<file path="src/core/fwx_pkg.sv">
// package: constants for the fifo bank expansion controller
package fwx_pkg;
    // bank shape
    localparam int DEV_WIDTH = 9;
    localparam int NUM_WIDTH_DEV = 2;
    localparam int NUM_DEPTH_DEV = 3;
    // offset register sequence
    localparam int OFS_REGS = 4;
    localparam logic [1:0] OFS_EMPTY_LO = 2'h0;
    localparam logic [1:0] OFS_EMPTY_HI = 2'h1;
    localparam logic [1:0] OFS_FULL_LO = 2'h2;
    localparam logic [1:0] OFS_FULL_HI = 2'h3;
    // reset pulse, least time and cycle count at 20 MHz
    localparam int CLK_MHZ = 20;
    localparam int RESET_NS = 25;
    localparam int RESET_CYC = (RESET_NS * CLK_MHZ + 999) / 1000;
    localparam logic [3:0] RESET_CNT = 4'(RESET_CYC < 1 ? 1 : RESET_CYC);
    // controller states
    typedef enum logic [1:0] {
        FWX_RESET = 2'b00,
        FWX_RUN = 2'b01,
        FWX_PROG = 2'b10
    } fwx_state_t;
endpackage : fwx_pkg

</file>
<file path="src/core/fwx_ctrl.sv">
// module: host controller for a width and depth expanded fifo bank
`timescale 1ns/1ns
// Function
// - same write/read controls to every bank device
// - side by side devices form wide word
// - almost flags taken from one device
// - read enable may be tied asserted
// - load pin low in reset selects programming
// - exactly one device marked first loader
// - all other devices have first select high
// - cascade token outputs form a ring
// - depth composite flags OR every device flag
// - width composite empty and full flags
module fwx_ctrl #(
    parameter int WIDTH_DEV = fwx_pkg::NUM_WIDTH_DEV,
    parameter int DEPTH_DEV = fwx_pkg::NUM_DEPTH_DEV
) (
    // clock and reset
    input wire logic sys_clk,
    input wire logic rst_n,
    // user write side
    input wire logic wr_valid,
    input wire logic [WIDTH_DEV*fwx_pkg::DEV_WIDTH-1:0] wr_data,
    output logic wr_ready,
    // user read side
    input wire logic rd_req,
    output logic rd_ready,
    input wire logic [WIDTH_DEV*fwx_pkg::DEV_WIDTH-1:0] dev_q,
    output logic [WIDTH_DEV*fwx_pkg::DEV_WIDTH-1:0] rd_data,
    output logic rd_data_valid,
    // user configuration
    input wire logic prog_mode,
    input wire logic ofs_wr,
    input wire logic [fwx_pkg::DEV_WIDTH-1:0] ofs_data,
    input wire logic bank_reset,
    output logic [1:0] ofs_index,
    output logic busy,
    // device control pins, shared by all devices
    output logic dev_reset_n,
    output logic dev_wen_n,
    output logic dev_ren_n,
    output logic offset_load_select_n,
    output logic [WIDTH_DEV*fwx_pkg::DEV_WIDTH-1:0] dev_d,
    // depth cascade pins
    output logic [DEPTH_DEV-1:0] first_device_select_n,
    input wire logic [DEPTH_DEV-1:0] cascade_token_out_n,
    output logic [DEPTH_DEV-1:0] cascade_token_in_n,
    // device flags, active low; empty and full one per device in bank, almost flags single
    input wire logic [WIDTH_DEV*DEPTH_DEV-1:0] empty_flag_n,
    input wire logic [WIDTH_DEV*DEPTH_DEV-1:0] full_flag_n,
    input wire logic almost_empty_flag_n,
    input wire logic almost_full_flag_n,
    // composite status
    output logic bank_empty,
    output logic bank_full,
    output logic bank_almost_empty,
    output logic bank_almost_full
);
    initial begin
        if (WIDTH_DEV < 1 || DEPTH_DEV < 1) begin
            $error("bank needs at least one device each way");
        end
    end

    fwx_pkg::fwx_state_t state_ff;
    logic [3:0] rst_cnt_ff;
    logic [1:0] ofs_idx_ff;
    logic comp_empty_ff;
    logic comp_full_ff;
    logic do_wr;
    logic do_rd;
    logic do_ofs;
    logic ren_q_ff;

    // first device strap fixed: device 0 loads first, the rest high
    always_comb begin
        first_device_select_n = '1;
        first_device_select_n[0] = 1'b0;
    end

    // token ring: each output feeds the next input, last wraps to first
    always_comb begin
        for (int i = 0; i < DEPTH_DEV; i++) begin
            cascade_token_in_n[i] = cascade_token_out_n[(i + DEPTH_DEV - 1) % DEPTH_DEV];
        end
    end

    // composite flags, registered: any device at a boundary stops traffic
    always_ff @(posedge sys_clk or negedge rst_n) begin
        if (!rst_n) begin
            comp_empty_ff <= 1'b1;
            comp_full_ff <= 1'b1;
        end else begin
            comp_empty_ff <= |(~empty_flag_n);
            comp_full_ff <= |(~full_flag_n);
        end
    end
    assign bank_empty = comp_empty_ff;
    assign bank_full = comp_full_ff;
    // partial flags from device 0 alone
    assign bank_almost_empty = ~almost_empty_flag_n;
    assign bank_almost_full = ~almost_full_flag_n;

    // state: reset pulse with load strap, then run or program
    always_ff @(posedge sys_clk or negedge rst_n) begin
        if (!rst_n) begin
            state_ff <= fwx_pkg::FWX_RESET;
            rst_cnt_ff <= 4'h0;
        end else begin
            case (state_ff)
                fwx_pkg::FWX_RESET: begin
                    if (rst_cnt_ff >= fwx_pkg::RESET_CNT) begin
                        state_ff <= prog_mode ? fwx_pkg::FWX_PROG : fwx_pkg::FWX_RUN;
                    end else begin
                        rst_cnt_ff <= rst_cnt_ff + 4'h1;
                    end
                end
                fwx_pkg::FWX_RUN: begin
                    if (bank_reset) begin
                        state_ff <= fwx_pkg::FWX_RESET;
                        rst_cnt_ff <= 4'h0;
                    end else if (prog_mode) begin
                        state_ff <= fwx_pkg::FWX_PROG;
                    end
                end
                fwx_pkg::FWX_PROG: begin
                    if (bank_reset) begin
                        state_ff <= fwx_pkg::FWX_RESET;
                        rst_cnt_ff <= 4'h0;
                    end else if (!prog_mode) begin
                        state_ff <= fwx_pkg::FWX_RUN;
                    end
                end
                default: begin
                    state_ff <= fwx_pkg::FWX_RESET;
                    rst_cnt_ff <= 4'h0;
                end
            endcase
        end
    end
    assign busy = (state_ff == fwx_pkg::FWX_RESET);

    // read and write qualifiers gated by composite status; offset write by prog state only
    assign wr_ready = (state_ff == fwx_pkg::FWX_RUN) && !comp_full_ff;
    assign rd_ready = (state_ff == fwx_pkg::FWX_RUN) && !comp_empty_ff;
    assign do_wr = wr_valid && wr_ready;
    assign do_rd = rd_req && rd_ready;
    assign do_ofs = (state_ff == fwx_pkg::FWX_PROG) && ofs_wr;

    // shared device pins, registered; load low held across reset for prog
    always_ff @(posedge sys_clk or negedge rst_n) begin
        if (!rst_n) begin
            dev_reset_n <= 1'b0;
            dev_wen_n <= 1'b1;
            dev_ren_n <= 1'b1;
            offset_load_select_n <= 1'b1;
            dev_d <= '0;
        end else begin
            dev_reset_n <= (state_ff != fwx_pkg::FWX_RESET);
            offset_load_select_n <= !((state_ff == fwx_pkg::FWX_RESET && prog_mode)
                                      || state_ff == fwx_pkg::FWX_PROG);
            dev_wen_n <= !(do_wr || do_ofs);
            dev_ren_n <= !do_rd;
            if (do_ofs) begin
                dev_d <= {WIDTH_DEV{ofs_data}}; // offset reaches every lane
            end else if (do_wr) begin
                dev_d <= wr_data;
            end
        end
    end

    // offset register pointer mirrors device sequencing
    always_ff @(posedge sys_clk or negedge rst_n) begin
        if (!rst_n) begin
            ofs_idx_ff <= fwx_pkg::OFS_EMPTY_LO;
        end else if (state_ff == fwx_pkg::FWX_RESET) begin
            ofs_idx_ff <= fwx_pkg::OFS_EMPTY_LO;
        end else if (do_ofs) begin
            ofs_idx_ff <= (ofs_idx_ff == fwx_pkg::OFS_FULL_HI) ?
                          fwx_pkg::OFS_EMPTY_LO : ofs_idx_ff + 2'h1;
        end
    end
    assign ofs_index = ofs_idx_ff;

    // read data taken the cycle after the device saw its read strobe,
    // since the device drives its outputs only after that clock edge
    always_ff @(posedge sys_clk or negedge rst_n) begin
        if (!rst_n) begin
            ren_q_ff <= 1'b0;
            rd_data <= '0;
            rd_data_valid <= 1'b0;
        end else begin
            ren_q_ff <= !dev_ren_n;
            rd_data_valid <= ren_q_ff;
            if (ren_q_ff) begin
                rd_data <= dev_q;
            end
        end
    end

    // exactly one first loader in the cascade
    a_first_one_only: assert property (@(posedge sys_clk) disable iff (!rst_n)
        $countones(~first_device_select_n) == 1) else $error("first select count");

    // every other device strapped high
    a_others_high: assert property (@(posedge sys_clk) disable iff (!rst_n)
        &first_device_select_n[DEPTH_DEV-1:1] || DEPTH_DEV == 1) else $error("others low");

    // last token output returns to the first input
    a_ring_wrap: assert property (@(posedge sys_clk) disable iff (!rst_n)
        cascade_token_in_n[0] == cascade_token_out_n[DEPTH_DEV-1]) else $error("ring");

    // composite empty clears once no device is empty
    a_empty_comp: assert property (@(posedge sys_clk) disable iff (!rst_n)
        (&empty_flag_n) |=> !bank_empty) else $error("empty comp");

    // any full device sets the composite full
    a_full_comp: assert property (@(posedge sys_clk) disable iff (!rst_n)
        !(&full_flag_n) |=> bank_full) else $error("full comp");

    // no write strobe while the bank is full in the run state
    a_no_wr_full: assert property (@(posedge sys_clk) disable iff (!rst_n)
        (bank_full && state_ff == fwx_pkg::FWX_RUN) |=> dev_wen_n) else $error("wr full");

    // no read strobe while the bank is empty
    a_no_rd_empty: assert property (@(posedge sys_clk) disable iff (!rst_n)
        bank_empty |=> dev_ren_n) else $error("rd empty");

    // offset pointer wraps after the fourth register
    a_ofs_wrap: assert property (@(posedge sys_clk) disable iff (!rst_n)
        (do_ofs && ofs_idx_ff == fwx_pkg::OFS_FULL_HI && !bank_reset)
        |=> ofs_idx_ff == fwx_pkg::OFS_EMPTY_LO) else $error("ofs wrap");

    // load pin low while programming
    a_load_in_prog: assert property (@(posedge sys_clk) disable iff (!rst_n)
        (state_ff == fwx_pkg::FWX_PROG) |=> !offset_load_select_n) else $error("load");

    // accepted write strobes the whole bank once
    a_wr_strobe: assert property (@(posedge sys_clk) disable iff (!rst_n)
        do_wr |=> !dev_wen_n) else $error("write strobe missing");

    // no write strobe without a request
    a_wen_idle: assert property (@(posedge sys_clk) disable iff (!rst_n)
        !(do_wr || do_ofs) |=> dev_wen_n) else $error("stray write strobe");

    // accepted read strobes the whole bank once
    a_rd_strobe: assert property (@(posedge sys_clk) disable iff (!rst_n)
        do_rd |=> !dev_ren_n) else $error("read strobe missing");

    // no read strobe without a request
    a_ren_idle: assert property (@(posedge sys_clk) disable iff (!rst_n)
        !do_rd |=> dev_ren_n) else $error("stray read strobe");

    // no strobes during the device reset pulse
    a_reset_quiet: assert property (@(posedge sys_clk) disable iff (!rst_n)
        (state_ff == fwx_pkg::FWX_RESET) |=> dev_wen_n && dev_ren_n) else $error("strobe in reset");

    // wide word reaches all lanes together
    a_wr_data: assert property (@(posedge sys_clk) disable iff (!rst_n)
        do_wr |=> dev_d == $past(wr_data)) else $error("write word");

    // device read answered two cycles later
    a_rd_valid: assert property (@(posedge sys_clk) disable iff (!rst_n)
        !dev_ren_n |-> ##2 rd_data_valid) else $error("read valid late");

    // read word is what the devices drove
    a_rd_capture: assert property (@(posedge sys_clk) disable iff (!rst_n)
        ren_q_ff |=> rd_data == $past(dev_q)) else $error("read word");

    // valid only follows a device read
    a_valid_only: assert property (@(posedge sys_clk) disable iff (!rst_n)
        rd_data_valid |-> $past(ren_q_ff)) else $error("stray read valid");

    // offset pointer steps by one
    a_ofs_step: assert property (@(posedge sys_clk) disable iff (!rst_n)
        (do_ofs && ofs_idx_ff != fwx_pkg::OFS_FULL_HI && !bank_reset)
        |=> ofs_idx_ff == $past(ofs_idx_ff) + 2'h1) else $error("ofs step");

    // offset write drives data and strobe
    a_ofs_data: assert property (@(posedge sys_clk) disable iff (!rst_n)
        do_ofs |=> !dev_wen_n && dev_d[8:0] == $past(ofs_data)) else $error("ofs data");

    // device reset pin low in reset state
    a_reset_pin: assert property (@(posedge sys_clk) disable iff (!rst_n)
        (state_ff == fwx_pkg::FWX_RESET) |=> !dev_reset_n) else $error("reset pin");

    // load strap held low across reset for programming
    a_load_strap: assert property (@(posedge sys_clk) disable iff (!rst_n)
        (state_ff == fwx_pkg::FWX_RESET && prog_mode) |=> !offset_load_select_n)
        else $error("load strap");

    // load pin high in normal running
    a_run_load_high: assert property (@(posedge sys_clk) disable iff (!rst_n)
        (state_ff == fwx_pkg::FWX_RUN) |=> offset_load_select_n) else $error("load in run");

    // almost empty passed through from one device
    a_almost_empty: assert property (@(posedge sys_clk) disable iff (!rst_n)
        bank_almost_empty == !almost_empty_flag_n) else $error("almost empty");
endmodule : fwx_ctrl

</file>
<file path="config.mk">
export PLATFORM = sky130hd
export DESIGN_NAME = fwx_ctrl
export DESIGN_NICKNAME = d
export VERILOG_FILES = /design/src/core/fwx_pkg.sv /design/src/core/fwx_ctrl.sv
export SDC_FILE = /design/constraint.sdc
export NUM_CORES = 1
export LEC_CHECK = 0
export BUFFER_PORTS_ARGS = -buffer_cell sky130_fd_sc_hd__clkbuf_2
export CORE_ASPECT_RATIO = 0.9
export CORE_MARGIN = 5
export CORE_UTILIZATION = 41
export DETAILED_ROUTE_END_ITERATION = 7
export GPL_ROUTABILITY_DRIVEN = 0
export PLACE_DENSITY = 0.84
export SYNTH_ARGS = -nofsm -noshare
export SYNTH_HDL_FRONTEND = slang
export SYNTH_SLANG_ARGS = --single-unit
</file>
<file path="constraint.sdc">
create_clock -name sys_clk -period 1.9 [get_ports sys_clk]
set_input_delay 0 -clock sys_clk [delete_from_list [all_inputs] [get_ports sys_clk]]
set_output_delay 0 -clock sys_clk [all_outputs]
set_load 0.03 [all_outputs]
</file>
# Word-level counts from Yosys, hierarchy flattened
# Cells that the tools add are included.
# word_totals
regBits	52
# classes
n_addsub	2
n_lt_le_gt_ge	1
n_eq_ne	8
muxes	15
bitwise_logic	4
reduce_logical	23
# op_table
operator	count
18-bit 2-to-1 mux	2
2-bit 2-to-1 mux	9
6-bit NOT	2
6-bit OR reduction	2
4-bit 2-to-1 mux	2
4-bit one-hot mux with 2 select lines	1
1-bit logical AND	6
1-bit logical NOT	6
3-bit inequality test, second input constant	2
2-bit one-hot mux with 3 select lines	1
2-bit nonzero test	3
4-bit by 1-bit adder with 4-bit output, second input constant	1
2-bit equality test, second input constant	2
4-bit by 1-bit greater-or-equal comparator with 1-bit output, second input constant	1
2-bit by 1-bit inequality test with 1-bit output, second input constant	2
3-bit AND reduction	1
2-bit by 1-bit adder with 2-bit output, second input constant	1
2-bit by 1-bit equality test with 1-bit output, second input constant	1
2-bit logical NOT	1
1-bit logical OR	2
2-bit inequality test, second input constant	1
1-bit NOT	2
2-bit AND reduction	1
2-bit OR reduction	1

# Longest topological paths before layout
# Gate-level depths: netlist (run 1).
# depth
ltp_word	5
mapped_depth	7
mapped_depth_nobuf	5

# Worst setup path after synthesis (run 1)
# Ideal clock, no wire load.
# synth_path
path_kind	reg2reg
start	reg state_ff[1]
end	reg dev_d[0] in the netlist's numbering
setup_ps	79
arrival_time_ps	1554
setup_slack_ps	267
path_stages_with_launch	8
n_path_buf	2
synth_period_minus_slack_ps	1633
path_cell_list	dfrtp_1 -> inv_1 -> ha_1 -> nor2b_4 -> a22o_1 -> buf_6 -> buf_6 -> mux2i_1
# synth_between
elab_chain_len	4
elab_cells_between_ends	7
cone_classes	eq/ne: 2; mux: 1; reduce/logical: 4
# synth_lines
item	line	rtl
start, declared	fwx_ctrl.sv:65	fwx_pkg::fwx_state_t state_ff;
start signal, assigned	fwx_ctrl.sv:107	state_ff <= fwx_pkg::FWX_RESET;
start signal, assigned	fwx_ctrl.sv:113	state_ff <= prog_mode ? fwx_pkg::FWX_PROG : fwx_pkg::FWX_RUN;
start signal, assigned	fwx_ctrl.sv:120	state_ff <= fwx_pkg::FWX_RESET;
2-bit by 1-bit equality test with 1-bit output	fwx_ctrl.sv:144	assign wr_ready = (state_ff == fwx_pkg::FWX_RUN) && !comp_full_ff;
1-bit logical AND	fwx_ctrl.sv:144	
named net wr_ready	fwx_ctrl.sv:24	output logic wr_ready,
1-bit logical AND	fwx_ctrl.sv:146	assign do_wr = wr_valid && wr_ready;
2-bit nonzero test (no line)	--	
end signal, assigned	fwx_ctrl.sv:165	dev_d <= {WIDTH_DEV{ofs_data}};
end signal, assigned	fwx_ctrl.sv:167	dev_d <= wr_data;
end, declared	fwx_ctrl.sv:43	output logic [WIDTH_DEV*fwx_pkg::DEV_WIDTH-1:0] dev_d,
# The timed path passes the listed nets, and every way through them passes these cells.
# A chain may end at the register's enable or synchronous reset.

# Worst setup path in the final report (run 1)
# layout_path
start	reg rst_cnt_ff[1]
end	reg state_ff[0]
# layout_between
elab_chain_len	3
# layout_lines
item	line	rtl
start, declared	fwx_ctrl.sv:66	logic [3:0] rst_cnt_ff;
start signal, assigned	fwx_ctrl.sv:115	rst_cnt_ff <= rst_cnt_ff + 4'h1;
4-bit by 1-bit greater-or-equal comparator with 1-bit output	fwx_ctrl.sv:112	if (rst_cnt_ff >= fwx_pkg::RESET_CNT) begin
2-bit by 1-bit inequality test with 1-bit output (no line)	--	
3-bit AND reduction (no line)	--	
end signal, assigned	fwx_ctrl.sv:113	
end signal, assigned	fwx_ctrl.sv:120	
end signal, assigned	fwx_ctrl.sv:123	state_ff <= fwx_pkg::FWX_PROG;
# No other way between the ends.

==> flow_metrics.env, run 1 <==
export IMPL_path_buf_inv=1
export IMPL_rows=26
export IMPL_slew_viol_final=0
export IMPL_clock_sinks=52
export IMPL_synth_top_area_share_pct=48.7
export IMPL_die_h_um=82.8
export IMPL_ios=125
export IMPL_ant_nets=0
export IMPL_drt_iter0_markers=64
export IMPL_area_growth_pct=45.3
export IMPL_min_to="dev_d[16]"
export IMPL_num_antenna_cells=0
export IMPL_cts_tree="yes"
export IMPL_synth_most_common_cell="dfrtp_1"
export IMPL_die_w_um=90.9
export IMPL_cp_cell_sequence="inv_1 -> ha_1 -> nor4b_4 -> o2bb2ai_2 -> mux2_2"
export IMPL_firstDrtPassIters=4
export IMPL_viasPerCell=4.81
export IMPL_rrSetupSlack_ps=220
export IMPL_dp_hpwl_um=4410
export IMPL_arrival_ps=1870
export IMPL_cpPeakStageDelay_ps=390
export IMPL_setup_tns_ps=0
export IMPL_crit_path_max_fanout=6
export IMPL_grtUsageTotal_pct=17.0
export IMPL_clk_pin_slew_ps=90
export IMPL_violations="hold timing"
export IMPL_cts_root_buf="clkbuf_8"
export IMPL_synth_edf_count=0
export IMPL_status="finished with violations"
export IMPL_rsz0062_at_grt="false"
export IMPL_yosys_top_cells_area="dfrtp_1, mux2_2, mux2i_1"
export IMPL_powerDensity_nw_per_um2=1230
export IMPL_cp_end_kind="register"
export IMPL_whs_ps=-0.616
export IMPL_r2r_start="rst_cnt_ff[1]"
export IMPL_grt_max_degree=53
export IMPL_instances_no_fill=426
export IMPL_async_flop_share_pct=100
export IMPL_ys_seq_area_share_pct=54.1
export IMPL_critical_path_required_ps=2090
export IMPL_cts_buffer_depth=2
export IMPL_totalWireLength_um=6350
export IMPL_fmax_ghz=0.596
export IMPL_yosys_area_top_type="dfrtp_1"
export IMPL_min_period_ps=1680
export IMPL_skew_ps=5.71
export IMPL_placed_cells=382
export IMPL_ys_warn_count=0
export IMPL_netlist_area_um2=2410
export IMPL_rr_endpoint="state_ff[0]"
export IMPL_cap_violations=0
export IMPL_whs_path_depth=3
export IMPL_synthFlopType="dfrtp_1"
export IMPL_io_buffers=115
export IMPL_worstRegToRegCells=5
export IMPL_path_class="register to register"
export IMPL_start_util_pct=42.4
export IMPL_ir_drop_uv=810
export IMPL_grt_pass1_vias=2172
export IMPL_p_leak_nw=1.89
export IMPL_post_place_ws_ps=240
export IMPL_hold_viol=1
export IMPL_synth_seq_cells=52
export IMPL_final_util_pct=61.6
export IMPL_cts_resized_gates=0
export IMPL_clk_latency_ps=300
export IMPL_syn_instance_count=206
export IMPL_yosysUniqueCellTypes=29
export IMPL_postCtsSetupRepairBufs=0
export IMPL_hp_start="wr_data[16]"
export IMPL_setup_viol=0
export IMPL_yosys_top_cells_count="dfrtp_1, inv_1, a21oi_1"
export IMPL_fin_nets=432
export IMPL_crit_family="flip-flops"
export IMPL_grt_overflow=0
export IMPL_antenna_found_initial=0
export IMPL_route_detailed_drc=0
export IMPL_hold_class="primary input to register"
export IMPL_drive_gt1_share_pct=43.3
export IMPL_core_um2=5690
export IMPL_worstSetupStartpointType="register"
export IMPL_syn_area_per_cell_um2=11.7
export IMPL_cp_slowest_cell="dfrtp_1"
export IMPL_dieArea_um2=7530
export IMPL_cts_buffers_inserted=5
export IMPL_grt_pass1_wl_um=10600
export IMPL_cts_htree_levels=2
export IMPL_finalCritPeriodShare_pct=88.3
export IMPL_route_vias_total=2049
export IMPL_post_drt_wl_per_cell_um=14.9
export IMPL_layout_setup_ws_ps=221
## worst reg2reg max path: stages, from the launching register on
cell       delay, ps
dfrtp_1          390
inv_1             90
ha_1             210
nor4b_4          360
o2bb2ai_2        170
mux2_2           350
## worst max-delay path by stage
stage | startpoint | endpoint | slack, ps | depth (start not counted)
floorplan | state_ff[1] | dev_d[0] | 270 | 7
global placement | rst_cnt_ff[0] | state_ff[0] | 290 | 4
detailed placement | rst_cnt_ff[1] | state_ff[0] | 240 | 5
CTS | rst_cnt_ff[1] | state_ff[0] | 230 | 5
global route | state_ff[0] | dev_d[8] | 130 | 6
finish | rst_cnt_ff[1] | state_ff[0] | 220 | 5
## cell type report
type                    instances  area, um^2
clock buffers                   8        90.1
fillers                       467        2180
inverters                      27         101
multi-input cells             113         912
flip-flops and latches         52        1310
well taps                      70        87.6
repair buffers                156        1010
## registers in the layout, indices dropped and copies added, names as in the netlist
register              cells
bank_full                 1
state_ff                  2
bank_empty                1
ofs_index                 2
dev_d                    18
dev_ren_n                 1
offset_load_select_n      1
rd_data_valid             1
dev_wen_n                 1
ren_q_ff                  1
rd_data                  18
dev_reset_n               1
rst_cnt_ff                4
## routing by layer
| layer | vias up | routed length, um | global-route usage (%) |
|---|---|---|---|
| li1 | 970 | - | - |
| met1 | 965 | 2520 | 19.8 |
| met2 | 98 | 3180 | 29.5 |
| met3 | 16 | 474 | 5.06 |
| met4 | 0 | 177 | 6.40 |
| met5 | - | 0 | 0 |
## where the power goes
part | total, mW | switching [mW] | internal, mW
registers | 1.63 | 0.193 | 1.43
clock network | 0.636 | 0.338 | 0.298
logic | 2.06 | 1.30 | 0.762
total | 4.32 | 1.83 | 2.49
## kinds of logic (layout without fill, tap and decap cells)
logic type	after synthesis	after routing	share of synthesized area, %
compound gates	29	29	6.99
fa+ha+maj	8	8	4.15
buf+inv	42	191	8.24
flops	52	52	54.1
mux	39	39	17.2
other cells	2	3	0.311
simple gates	34	34	8.96
## stage by stage
stage	total power, mW	instance area, um^2
2_1_floorplan	3.04	2420
3_3_place_gp	3.58	3060
3_5_place_dp	3.65	3060
4_1_cts	4.36	3510
5_1_grt	4.62	3510
6_report	4.32	3510
## cells in the final DEF (no fill, tap or decap), types with 2 or more instances in the layout
cell type / n
nand2b_1: 4
clkbuf_2: 115
and4_1: 2
nand2_1: 6
mux2i_1: 19
buf_12: 3
buf_4: 2
ha_1: 8
clkbuf_1: 2
clkbuf_8: 6
dfstp_2: 5
nor2b_1: 3
and3_1: 9
a21oi_1: 23
conb_1: 3
dfrtp_1: 47
dlygate4sd3_1: 36
nor2_1: 3
mux2_2: 20
nand3_1: 3
inv_1: 27
## repair_timing
action,4_1_cts,5_1_grt
endpoints found under the setup margin,0,0
endpoints found under the hold margin,85,0
hold buffers,36,0
(Power assumes the default switching activity.)
==> inputs of run 2 (changes only) <==
PLACE_DENSITY = 0.74   (was 0.84)
==> flow_metrics.env, run 2 (synthesis gave the netlist of run 1 again) <==
export IMPL_critical_path_required_ps=2120
export IMPL_slew_viol_final=0
export IMPL_grtUsageTotal_pct=16.8
export IMPL_route_detailed_drc=0
export IMPL_core_um2=5690
export IMPL_cp_end_kind="register"
export IMPL_rows=26
export IMPL_drive_gt1_share_pct=43.3
export IMPL_hold_class="primary input to output pin"
export IMPL_setup_tns_ps=0
export IMPL_worstSetupStartpointType="register"
export IMPL_cts_buffer_depth=2
export IMPL_firstDrtPassIters=4
export IMPL_area_growth_pct=46.4
export IMPL_rrSetupSlack_ps=230
export IMPL_min_period_ps=1670
export IMPL_arrival_ps=1890
export IMPL_ir_drop_uv=761
export IMPL_start_util_pct=42.4
export IMPL_cts_buffers_inserted=5
export IMPL_ios=125
export IMPL_path_class="register to register"
export IMPL_fmax_ghz=0.597
export IMPL_clk_latency_ps=300
export IMPL_setup_viol=0
export IMPL_power_total_mw=4.39
export IMPL_cap_violations=0
export IMPL_cts_tree="yes"
export IMPL_clk_pin_slew_ps=90
export IMPL_fin_nets=434
export IMPL_crit_path_max_fanout=19
export IMPL_drt_iter0_markers=74
export IMPL_dieArea_um2=7530
export IMPL_io_buffers=115
export IMPL_cts_root_buf="clkbuf_8"
export IMPL_reg_top3="dev_d (18), rd_data (18), rst_cnt_ff (4)"
export IMPL_status="finished clean"
export IMPL_final_common_cell="clkbuf_2"
export IMPL_rsz0062_at_grt="false"
export IMPL_num_antenna_cells=0
export IMPL_die_h_um=82.8
export IMPL_grt_overflow=0
export IMPL_route_vias_total=1989
export IMPL_die_w_um=90.9
export IMPL_cts_htree_levels=2
export IMPL_final_cell_mix="clkbuf_2, dfrtp_1, dlygate4sd3_1"
export IMPL_finalCritPeriodShare_pct=88.1
export IMPL_antenna_found_initial=0
export IMPL_grt_pass1_vias=2180
export IMPL_postCtsSetupRepairBufs=0
export IMPL_clock_sinks=52
export IMPL_viasPerCell=4.65
export IMPL_skew_ps=3.29
export IMPL_hold_viol=0
export IMPL_dp_hpwl_um=4320
export IMPL_ant_nets=0
export IMPL_p_leak_nw=1.90
export IMPL_grt_max_degree=37
export IMPL_powerDensity_nw_per_um2=1240
export IMPL_post_drt_wl_per_cell_um=14.3
export IMPL_totalWireLength_um=6120
export IMPL_grt_pass1_wl_um=10400
run 2: cell types whose count changed in the layout (fill, tap and decap cells not counted), sizes merged:
cell / before / now
bufinv: 0 / 1
dlygate4sd3: 36 / 38
clkbuf: 123 / 121
clkinv: 0 / 1
run 2: area by class of cell:
| type | instances | area (um^2) |
|---|---|---|
| clock buffer | 6 | 72.6 |
| clock inverter | 2 | 35.0 |
| fill | 468 | 2160 |
| inverter | 27 | 101 |
| multi-input combinational | 113 | 912 |
| sequential | 52 | 1310 |
| tap | 70 | 87.6 |
| timing repair buffer | 158 | 1020 |
run 2: metal layers:
metal | global-route usage, % | up-vias | wire, um
li1 | - | 978 | -
met1 | 20.0 | 891 | 2460
met2 | 27.8 | 110 | 3000
met3 | 5.70 | 10 | 520
met4 | 6.80 | 0 | 133
met5 | 0 | - | 0
run 2: report_power, final:
group	switching (mW)	total [mW]	internal, mW
Clock	0.348	0.739	0.391
Combinational	1.28	2.03	0.750
Sequential	0.185	1.62	1.43
Total	1.82	4.39	2.57
run 2: worst max-delay path, cell delays in order (launching register included):
cell     delay [ps]
dfrtp_1         410
inv_1           100
ha_1            250
buf_4           200
a22o_1          200
buf_12          190
mux2i_1         230
run 2: repair_timing:
action                     4_1_cts  5_1_grt
setup endpoints to repair        0        0
resized for setup                0        0
hold buffers                    38        0
hold endpoints to repair        51        0
run 2: path summary, 6_finish.rpt:
kind / startpoint / endpoint / cells after the start
setup / recovery: state_ff[0] / dev_d[3] / 6
hold / removal: cascade_token_out_n[2] / cascade_token_in_n[0] / 0
setup reg to reg: state_ff[0] / dev_d[3] / 6
hold reg to reg: dev_ren_n / ren_q_ff / 1
max in group asynchronous: rst_n / dev_wen_n / 3
min in group asynchronous: rst_n / dev_d[16] / 2
run 2: metrics by stage:
| step | setup WS (ps) | hold slack (ps) | cell area, um^2 | util [%] | std cells |
|---|---|---|---|---|---|
| global placement | 316 | -36.3 | 3050 | 53.5 | 382 |
| floorplan | 267 | -296 | 2420 | - | 207 |
| global route | 105 | 0.0481 | 3530 | 62.1 | 428 |
| detailed placement | 245 | -27.8 | 3050 | 53.5 | 382 |
| finish | 226 | 0.0652 | 3530 | 62.1 | 428 |
| CTS | 230 | 0.155 | 3530 | 62.1 | 428 |
